`src/rtl/ptc_pkg.sv`:
```
// constants for the fast paper tape controller
package ptc_pkg;
  // receiver command words (low byte of the command)
  localparam logic [7:0] CMD_READ = 8'h01;
  localparam logic [7:0] CMD_STOP = 8'h02;
  localparam logic [7:0] CMD_INH = 8'h04;
  localparam logic [7:0] CMD_RD_INH = 8'h05;
  localparam logic [7:0] CMD_ST_INH = 8'h06;
  localparam logic [7:0] CMD_ALW = 8'h08;
  localparam logic [7:0] CMD_RD_ALW = 8'h09;
  localparam logic [7:0] CMD_ST_ALW = 8'h0A;
  // command field positions
  localparam int CMD_BIT_READ = 0;
  localparam int CMD_BIT_STOP = 1;
  localparam int CMD_BIT_INH = 2;
  localparam int CMD_BIT_ALW = 3;
  // status byte values
  localparam logic [7:0] STS_DNR = 8'h40;
  localparam logic [7:0] STS_TERR = 8'h04;
  localparam logic [7:0] STS_NONE = 8'h00;
  // default transmitter station address
  localparam logic [7:0] DEF_TX_ADDR = 8'h0A;
  // punch pacing: least period between punch hand-offs
  localparam int CLK_HZ = 50_000_000;
  localparam int PUNCH_BPS = 60;
  localparam int PUNCH_GAP_CYC = (CLK_HZ + PUNCH_BPS - 1) / PUNCH_BPS;
  localparam int PACE_W = 20;
  localparam int BUF_DEPTH = 2;
endpackage

```
`src/rtl/ptc_controller.sv`:
```
// fast paper tape controller: reader receiver and punch transmitter
`timescale 1ns/100ps
module ptc_controller
  import ptc_pkg::*;
#(
  parameter logic [7:0] TX_ADDR = DEF_TX_ADDR,
  parameter int PUNCH_GAP = PUNCH_GAP_CYC,
  parameter int DEPTH = BUF_DEPTH
) (
  input wire logic mclk,
  input wire logic rst,
  input wire logic ce,
  input wire logic [7:0] busAddr,
  input wire logic [7:0] busWrData,
  input wire logic cmdOut,
  input wire logic dataIn,
  input wire logic dataOut,
  input wire logic addrIn,
  input wire logic statusIn,
  output logic hostAck,
  output logic [7:0] hostData,
  output logic rxIrq,
  output logic txIrq,
  input wire logic [7:0] rdrChar,
  input wire logic rdrStrobe,
  input wire logic rdrNotReady,
  output logic rdrRun,
  output logic punchValid,
  output logic [7:0] punchData,
  input wire logic punchReady,
  input wire logic punchNotReady
);
  localparam int PW = (DEPTH > 1) ? $clog2(DEPTH) : 1;

  // elaboration-time checks on the parameters
  if (TX_ADDR[0] != 1'b0 || TX_ADDR == 8'h00) begin : g_bad_addr
    $error("TX_ADDR must be even and non-zero");
  end
  if (DEPTH != (1 << PW) || DEPTH < 2) begin : g_bad_depth
    $error("DEPTH must be a power of two, at least two");
  end
  if (PUNCH_GAP < 2 || PUNCH_GAP >= (1 << PACE_W)) begin : g_bad_gap
    $error("PUNCH_GAP out of range");
  end

  function automatic logic rxCmdValid(input logic [7:0] c);
    return c == CMD_READ || c == CMD_STOP || c == CMD_INH ||
      c == CMD_RD_INH || c == CMD_ST_INH || c == CMD_ALW ||
      c == CMD_RD_ALW || c == CMD_ST_ALW;
  endfunction

  logic [7:0] rxAddr;
  logic rxHit, txHit, rxValidCmd, txValidCmd, punchFire, txTake, pDnr;
  logic [7:0] rxBuf_r, rxBuf_nxt, data_r, data_nxt;
  logic ack_r, ack_nxt, rxValid_r, rxValid_nxt, rxTerr_r, rxTerr_nxt;
  logic rxIntEn_r, rxIntEn_nxt, rxPend_r, rxPend_nxt;
  logic rxDnrIrq_r, rxDnrIrq_nxt, run_r, run_nxt, stopPend_r, stopPend_nxt;
  logic txIntEn_r, txIntEn_nxt, txPend_r, txPend_nxt;
  logic txDnrIrq_r, txDnrIrq_nxt, punchDnr_r, punchDnr_nxt;
  logic [PACE_W-1:0] pace_r, pace_nxt;
  logic [7:0] buf_r [DEPTH];
  logic [PW-1:0] wp_r, wp_nxt, rp_r, rp_nxt;
  logic [PW:0] cnt_r, cnt_nxt;

  assign rxAddr = TX_ADDR | 8'h01;
  assign rxHit = busAddr == rxAddr;
  assign txHit = busAddr == TX_ADDR;
  assign rxValidCmd = cmdOut && rxHit && rxCmdValid(busWrData);
  assign txValidCmd = cmdOut && txHit &&
    (busWrData == CMD_INH || busWrData == CMD_ALW);
  assign pDnr = punchNotReady || punchDnr_r;
  // punch hand-off paced by the gap counter
  assign punchValid = cnt_r != '0 && pace_r == '0;
  assign punchData = buf_r[rp_r];
  assign punchFire = punchValid && punchReady;
  // non-interrupt mode takes a byte only once the previous one is punched
  assign txTake = dataOut && txHit && cnt_r < (PW+1)'(DEPTH) &&
    (txIntEn_r || cnt_r == '0);
  assign hostAck = ack_r;
  assign hostData = data_r; // bit 7 is line 8
  assign rxIrq = (rxIntEn_r && rxPend_r) || rxDnrIrq_r;
  assign txIrq = txIntEn_r && (txPend_r || txDnrIrq_r);
  assign rdrRun = run_r;

  always_comb begin
    rxBuf_nxt = rxBuf_r;
    rxValid_nxt = rxValid_r;
    rxTerr_nxt = rxTerr_r;
    rxIntEn_nxt = rxIntEn_r;
    rxPend_nxt = rxPend_r;
    rxDnrIrq_nxt = rxDnrIrq_r;
    run_nxt = run_r;
    stopPend_nxt = stopPend_r;
    txIntEn_nxt = txIntEn_r;
    txPend_nxt = txPend_r;
    txDnrIrq_nxt = txDnrIrq_r;
    punchDnr_nxt = punchDnr_r;
    ack_nxt = 1'b0;
    data_nxt = data_r;
    // host requests to the receiver
    if (rxValidCmd) begin
      ack_nxt = 1'b1;
      rxTerr_nxt = 1'b0;
      if (busWrData[CMD_BIT_READ]) begin
        run_nxt = 1'b1;
        stopPend_nxt = 1'b0;
        if (rdrNotReady)
          rxDnrIrq_nxt = 1'b1;
      end
      if (busWrData[CMD_BIT_STOP])
        stopPend_nxt = 1'b1;
      if (busWrData[CMD_BIT_INH])
        rxIntEn_nxt = 1'b0;
      if (busWrData[CMD_BIT_ALW])
        rxIntEn_nxt = 1'b1;
    end
    if (dataIn && rxHit) begin
      data_nxt = rxBuf_r;
      if (rxValid_r && !rxTerr_r && !rxDnrIrq_r) begin
        ack_nxt = 1'b1;
        rxValid_nxt = 1'b0;
      end // otherwise refused
      rxPend_nxt = 1'b0;
      if (rxIntEn_r)
        rxDnrIrq_nxt = 1'b0;
    end
    if (statusIn && rxHit) begin
      data_nxt = (rdrNotReady ? STS_DNR : STS_NONE) |
        (rxTerr_r ? STS_TERR : STS_NONE);
      rxTerr_nxt = 1'b0;
      rxPend_nxt = 1'b0;
      rxDnrIrq_nxt = 1'b0;
    end
    // address-input: receiver has priority, no acknowledge
    if (addrIn) begin
      if (rxIrq) begin
        data_nxt = rxAddr;
        rxPend_nxt = 1'b0;
        rxDnrIrq_nxt = 1'b0;
      end else if (txIrq) begin
        data_nxt = TX_ADDR;
        txPend_nxt = 1'b0;
        txDnrIrq_nxt = 1'b0;
      end
    end
    // host requests to the transmitter
    if (txValidCmd) begin
      ack_nxt = 1'b1;
      txIntEn_nxt = busWrData[CMD_BIT_ALW];
    end
    if (statusIn && txHit) begin
      data_nxt = pDnr ? STS_DNR : STS_NONE;
      punchDnr_nxt = 1'b0;
      txPend_nxt = 1'b0;
      txDnrIrq_nxt = 1'b0;
    end
    if (txTake) begin
      if (pDnr) begin
        if (txIntEn_r)
          txDnrIrq_nxt = 1'b1;
      end else begin
        ack_nxt = 1'b1;
        txPend_nxt = 1'b0;
      end
    end
    // hardware events win over clears in the same cycle
    if (punchNotReady)
      punchDnr_nxt = 1'b1;
    if (punchFire)
      txPend_nxt = 1'b1;
    if (rdrStrobe) begin
      rxBuf_nxt = rdrChar;
      if (rxValid_r)
        rxTerr_nxt = 1'b1;
      rxValid_nxt = 1'b1;
      rxPend_nxt = 1'b1;
      if (stopPend_r) begin
        run_nxt = 1'b0;
        stopPend_nxt = 1'b0;
      end
    end
  end

  // punch byte buffer and pacing
  always_comb begin
    wp_nxt = wp_r;
    rp_nxt = rp_r;
    cnt_nxt = cnt_r;
    pace_nxt = pace_r;
    if (pace_r != '0)
      pace_nxt = pace_r - 1'b1;
    if (txTake)
      wp_nxt = wp_r + 1'b1;
    if (punchFire) begin
      rp_nxt = rp_r + 1'b1;
      pace_nxt = PACE_W'(PUNCH_GAP - 1);
    end
    cnt_nxt = cnt_r + (PW+1)'(txTake) - (PW+1)'(punchFire);
  end

  always_ff @(posedge mclk) begin
    if (rst) begin
      rxBuf_r <= 8'h00;
      rxValid_r <= 1'b0;
      rxTerr_r <= 1'b0;
      rxIntEn_r <= 1'b0;
      rxPend_r <= 1'b0;
      rxDnrIrq_r <= 1'b0;
      run_r <= 1'b0;
      stopPend_r <= 1'b0;
      txIntEn_r <= 1'b0;
      txPend_r <= 1'b0;
      txDnrIrq_r <= 1'b0;
      punchDnr_r <= 1'b0;
      ack_r <= 1'b0;
      data_r <= 8'h00;
      wp_r <= '0;
      rp_r <= '0;
      cnt_r <= '0;
      pace_r <= '0;
    end else if (ce) begin
      rxBuf_r <= rxBuf_nxt;
      rxValid_r <= rxValid_nxt;
      rxTerr_r <= rxTerr_nxt;
      rxIntEn_r <= rxIntEn_nxt;
      rxPend_r <= rxPend_nxt;
      rxDnrIrq_r <= rxDnrIrq_nxt;
      run_r <= run_nxt;
      stopPend_r <= stopPend_nxt;
      txIntEn_r <= txIntEn_nxt;
      txPend_r <= txPend_nxt;
      txDnrIrq_r <= txDnrIrq_nxt;
      punchDnr_r <= punchDnr_nxt;
      ack_r <= ack_nxt;
      data_r <= data_nxt;
      wp_r <= wp_nxt;
      rp_r <= rp_nxt;
      cnt_r <= cnt_nxt;
      pace_r <= pace_nxt;
      if (txTake)
        buf_r[wp_r] <= busWrData;
    end
  end

  // a single host strobe, so no other request overrides the answer
  logic oneReq;
  assign oneReq = $onehot({cmdOut, dataIn, dataOut, addrIn, statusIn});
endmodule

```
`config.mk`:
```
export PLATFORM = sky130hd
export DESIGN_NAME = ptc_controller
export DESIGN_NICKNAME = d
export VERILOG_FILES = /design/src/rtl/ptc_pkg.sv /design/src/rtl/ptc_controller.sv
export SDC_FILE = /design/constraint.sdc
export NUM_CORES = 1
export LEC_CHECK = 0
export ABC_CLOCK_PERIOD_IN_PS = 3190
export BUFFER_PORTS_ARGS = -buffer_cell sky130_fd_sc_hd__buf_2
export CAP_MARGIN = 0
export CELL_PAD_IN_SITES_DETAIL_PLACEMENT = 0
export CELL_PAD_IN_SITES_GLOBAL_PLACEMENT = 1
export CORE_MARGIN = 2
export CORE_UTILIZATION = 42
export DETAILED_ROUTE_END_ITERATION = 8
export PLACE_DENSITY = 0.9
export SLEW_MARGIN = 20
export SYNTH_ARGS = -nofsm -noshare
export SYNTH_HDL_FRONTEND = slang
export SYNTH_SLANG_ARGS = --single-unit
```
`constraint.sdc`:
```
create_clock -name mclk -period 3.19 [get_ports mclk]
set_input_delay 0.319 -clock mclk [delete_from_list [all_inputs] [get_ports mclk]]
set_output_delay 0.319 -clock mclk [all_outputs]
set_load 0.02 [all_outputs]
```
# --- Yosys cells after proc, flatten, opt, wreduce, memory -nomap -nowiden ---
# Memories as Yosys holds them, arrays and structs flattened. A register that Yosys moved wholly into a read port is not among the register bits.
# Index checks and enable logic that the tools add are counted.
op_classes:
  add_sub_neg: 5
  magnitude_cmp: 1
  eq_ne: 10
  muxes: 70
  n_bitwise: 1
  n_reduce_logical: 47
ops:
  columns: ["op", "n"]
  rows:
  - ["two-way mux 1 bit", 59]
  - ["two-way mux 8 bit", 6]
  - ["== test 8 x 4 -> 1 bit (second input constant)", 5]
  - ["two-way mux 20 bit", 2]
  - ["== test 8 x 3 -> 1 bit (second input constant)", 3]
  - ["logical NOT 20 bit", 1]
  - ["nonzero test 20 bit", 1]
  - ["subtractor 20 x 1 -> 20 bit (second input constant)", 1]
  - ["logical AND 1 bit", 16]
  - ["two-way mux 7 bit", 2]
  - ["logical OR 1 bit", 12]
  - ["AND reduction 2 bit", 6]
  - ["nonzero test 2 bit", 6]
  - ["== test 8 x 1 -> 1 bit (second input constant)", 1]
  - ["== test 8 x 2 -> 1 bit (second input constant)", 1]
  - ["bitwise OR 7 x 3 -> 7 bit", 1]
  - ["AND reduction 3 bit", 2]
  - ["two-way mux 3 bit", 1]
  - ["adder 1 bit (second input constant)", 2]
  - ["adder 2 x 1 -> 2 bit", 1]
  - ["logical NOT 1 bit", 2]
  - ["logical NOT 2 bit", 1]
  - ["less-than comparator 2 bit (second input constant)", 1]
  - ["subtractor 2 x 1 -> 2 bit", 1]
totals:
  register_bits: 52
  mem_bits_rw: 16
  input_bits: 36
  elab_cells: 153
  memories: 1
memory_table:
  columns: ["name", "depth", "width", "rd", "rd_clocked_by_memory_dff", "wr", "line", "rtl"]
  rows:
  - ["buf_r", 2, 8, 1, 1, 1, "ptc_controller.sv:61", "logic [7:0] buf_r [DEPTH];"]

# --- Logic depth before layout (Yosys ltp) ---
depth:
  word_depth: 15
  depth_mapped: 13

# --- Worst setup path after synthesis ---
# Ideal clock, no wire load.
synth_timing:
  path_type: "register to register"
  start: "register pace_r[3]"
  end: "register cnt_r[1]"
  setup_time_ps: 128
  arrival_time_ps: 2623
  required_time_ps: 3062
  setup_slack_ps: 440
  path_stages_with_launch: 13
  path_buffers: 1
  synth_period_minus_slack_ps: 2750
  path_cell_list: "dfxtp_1 > or4_1 > buf_2 > nor4_1 > nand3_1 > nor2_1 > ha_1 > inv_1 > ha_1 > xnor2_1 > nor2_1 > xnor2_1 > nor2_1"
synth_via:
  elab_chain_len: 4
synth_lines:
  columns: ["element", "line", "rtl"]
  rows:
  - ["start, declared", "ptc_controller.sv:60", "logic [PACE_W-1:0] pace_r, pace_nxt;"]
  - ["start signal, assigned", "ptc_controller.sv:239", "pace_r <= pace_nxt;"]
  - ["logical NOT 20 bit", "ptc_controller.sv:73", "assign punchValid = cnt_r != '0 && pace_r == '0;"]
  - ["logical AND 1 bit", "ptc_controller.sv:73", null]
  - ["logical AND 1 bit", "ptc_controller.sv:75", "assign punchFire = punchValid && punchReady;"]
  - ["subtractor 2 x 1 -> 2 bit", "ptc_controller.sv:198", "cnt_nxt = cnt_r + (PW+1)'(txTake) - (PW+1)'(punchFire);"]
  - ["end signal, assigned", "ptc_controller.sv:238", "cnt_r <= cnt_nxt;"]
  - ["end, declared", "ptc_controller.sv:63", "logic [PW:0] cnt_r, cnt_nxt;"]
# No other way between the ends.
# A chain may end at the register's enable or synchronous reset.

# --- Worst setup path after layout ---
# Same ends and word-level chain as after synthesis.

==> flow_summary.yaml <==
status:
  status: "complete, no violations"
clock_network:
  post-cts-setup-buffer-count: 0
  ctsResizeCount: 0
  htree_levels: 3
  cts_tree: "done"
  clk_pin_slew_ps: 70
  insertion_delay_ps: 350
  ctsRootBufferMaster: "clkbuf_8"
  clock_path_buffers: 2
  ctsHoldBuffers: 0
  cts_made_buffers: 9
  clock-sinks: 69
finish:
  diodes: 0
  layout.nets: 442
  fin_area_sq_um: 3805
  regArea_sq_um: 1541
  drive_above_1_share: 0.2402
  syn_to_final_growth_pct: 17.73
  multi_input_area_sq_um: 1573
  nFillCells: 723
grt:
  grt_remaining_overflow: 0
  grt_max_degree: 49
  antenna_found_initial: 0
  first_global_vias: 2576
  grt.total_usage: 0.1820
  grt_pass1_wl_um: 12120
route:
  first_pass_iters: 4
  via_per_inst: 5.426
  vias: 2751
  drc: 0
  final_antenna_net_count: 0
  wl_per_cell_um: 14.66
  drtIter0Drc: 192
  wl_um: 7434
synthesis:
  ys_ff_latch: 69
  synth_edf_count: 16
  synth_cells: 350
  synthDistinctLibCells: 51
  yosysTopAreaCell: "dfxtp_1"
  syn_area_per_cell_sq_um: 9.234
  synth_top_area_share: 0.3283
  syn-num-nets: 389
  synth.area.top_cells: "dfxtp_1, edfxtp_1, xor2_1"
  synth_ff_type: "dfxtp_1"
  syn_area_sq_um: 3232
  yosysSeqAreaShare: 0.4770
  ys_async_sr_fraction: 0
  ys.warnings.count: 0
timing:
  rsz0062_at_grt: "false"
  max_slew.worst_pin.slew_ps: 875.1
  min_period_over_period: 0.8658
  finClkSkew_ps: 4.786
  setup_ws_ps: 428.1
  whs_ps: 175.1
  final.min_clock_period_ps: 2762
  slew_headroom: 0.4166
  tns_ps: 0
  max_freq_ghz: 0.3621
  setup_viol: 0
  drv_slew: 0
  hold_viol: 0
pwr:
  max-vdd-ir-drop_v: 0.0003337
  cellLeakagePower_uw: 0.001491
  power_uw: 2764
  powerDensity_nw_per_um2: 726.4
place:
  placed_area_sq_um: 3590
  portBuffers: 56
  gp_congestion: 0.8520
  dpl_worst_slack_ps: 451.9
  dpl.hpwl_um: 5305
floorplan:
  die_h_um: 91.72
  fp-row-count: 31
  ios: 57
  dieArea_sq_um: 8413
  start_util: 0.4385
  die_w_um: 91.72
  coreArea_sq_um: 7370
setup_path:
  critical_path_required_ps: 3390
  worstPathMaxFanout: 7
  startpoint_type: "flip-flop"
  crit_type: "reg2reg"
  arrival_ps: 2970
  end_kind: "flip-flop"
run:
  cap_violations: 0
worst_hold_path:
  min_path_type: "in2reg"
## cell usage in the layout, fill, tap and decap left out, drive strengths merged, types with 3 or more instances in the layout
cell / Yosys / routed
a211oi: 3 / 3
a21oi: 26 / 26
a31oi: 5 / 5
and2: 3 / 3
buf: 3 / 60
clkbuf: 15 / 10
clkinvlp: 0 / 3
dfxtp: 53 / 53
edfxtp: 16 / 16
ha: 3 / 3
inv: 11 / 11
mux2: 11 / 11
mux2i: 7 / 7
nand2: 36 / 36
nand2b: 3 / 3
nand3: 4 / 4
nand3b: 4 / 4
nand4: 6 / 6
nor2: 35 / 35
nor3: 10 / 10
nor4: 12 / 12
o211ai: 6 / 6
o21a: 4 / 4
o21ai: 17 / 17
or2: 5 / 5
or3: 3 / 3
or4: 8 / 8
xnor2: 3 / 3
xor2: 16 / 16
## state kept, by name (all words and copies together), names as in the netlist, 2 cells and up, named ones only
register / cells
rxBuf_r: 8
buf_r: 16
cnt_r: 2
hostData: 8
pace_r: 20
## path summary, 6_finish.rpt
check / startpoint / slack, ps / cells past startpoint / endpoint
hold / removal: busWrData[5] / 180 / 1 / buf_r[1][5]$_DFFE_PP_
hold reg to reg: rxBuf_r[0]$_SDFFE_PP0P_ / 460 / 2 / rxBuf_r[0]$_SDFFE_PP0P_
setup reg to reg: pace_r[3]$_SDFFE_PP0P_ / 430 / 11 / cnt_r[1]$_SDFFE_PP0P_
setup / recovery: pace_r[3]$_SDFFE_PP0P_ / 430 / 11 / cnt_r[1]$_SDFFE_PP0P_
## cells by family after synthesis
logic type | count (synthesis) | synth area share
and+or+nand+nor | 133 | 0.2094
buffers and inverters | 29 | 0.03639
AOI/OAI and AO/OA | 79 | 0.1541
xor gates and xnor gates | 19 | 0.05149
muxes | 18 | 0.06001
DFF | 69 | 0.4770
adders and majority gates | 3 | 0.01162
## cells in the mapped netlist, drive strengths merged, types with 3 or more instances
library cell / instances
and2: 3
nand3b: 4
o211ai: 6
nand2: 36
or4: 8
inv: 11
buf: 3
mux2: 11
o21ai: 17
nand2b: 3
o21a: 4
or2: 5
nor3: 10
edfxtp: 16
xnor2: 3
nor2: 35
nand3: 4
a31oi: 5
or3: 3
mux2i: 7
a21oi: 26
nand4: 6
a211oi: 3
ha: 3
clkbuf: 15
dfxtp: 53
nor4: 12
xor2: 16
## final cells by class
class,instances,area share
sequential,69,0.4051
clock inverter,6,0.02302
tap,99,0.03256
inverter,11,0.01085
timing repair buffer,60,0.08155
multi-input combinational,252,0.4134
clock buffer,10,0.03354
## layer usage
metal | vias up | global-route usage | wire length [um]
met2 | 83 | 0.2794 | 3422
met1 | 1274 | 0.2425 | 3368
li1 | 1379 | - | -
met4 | 0 | 0.09328 | 187
met5 | - | 0 | 0
met3 | 15 | 0.03780 | 456
## worst max-delay path: stages, from the launching register on
cell and delay [ps]:
dfxtp_1 360, or4_1 670, nor4_1 400, nand3_1 210, nor2_1 160, ha_1 230, inv_1 60, ha_1 150
xnor2_1 110, nor2_1 60, xnor2_1 150, nor2_1 50
## through the flow
stage                     utilization  cells
final                          0.5163    507
after global routing           0.5163    507
after CTS                      0.5163    507
after detailed placement       0.4871    491
after global placement         0.4871    491
after floorplan                     -    350
## power by group
part	internal, uW	leakage, uW	total, uW	switching [uW]
sequential	991	0.000575	1090	99.3
combinational	334	0.000817	912	578
clock	438	0.0000985	762	324
total	1760	0.00149	2760	1000
(Power assumes the default switching activity.)
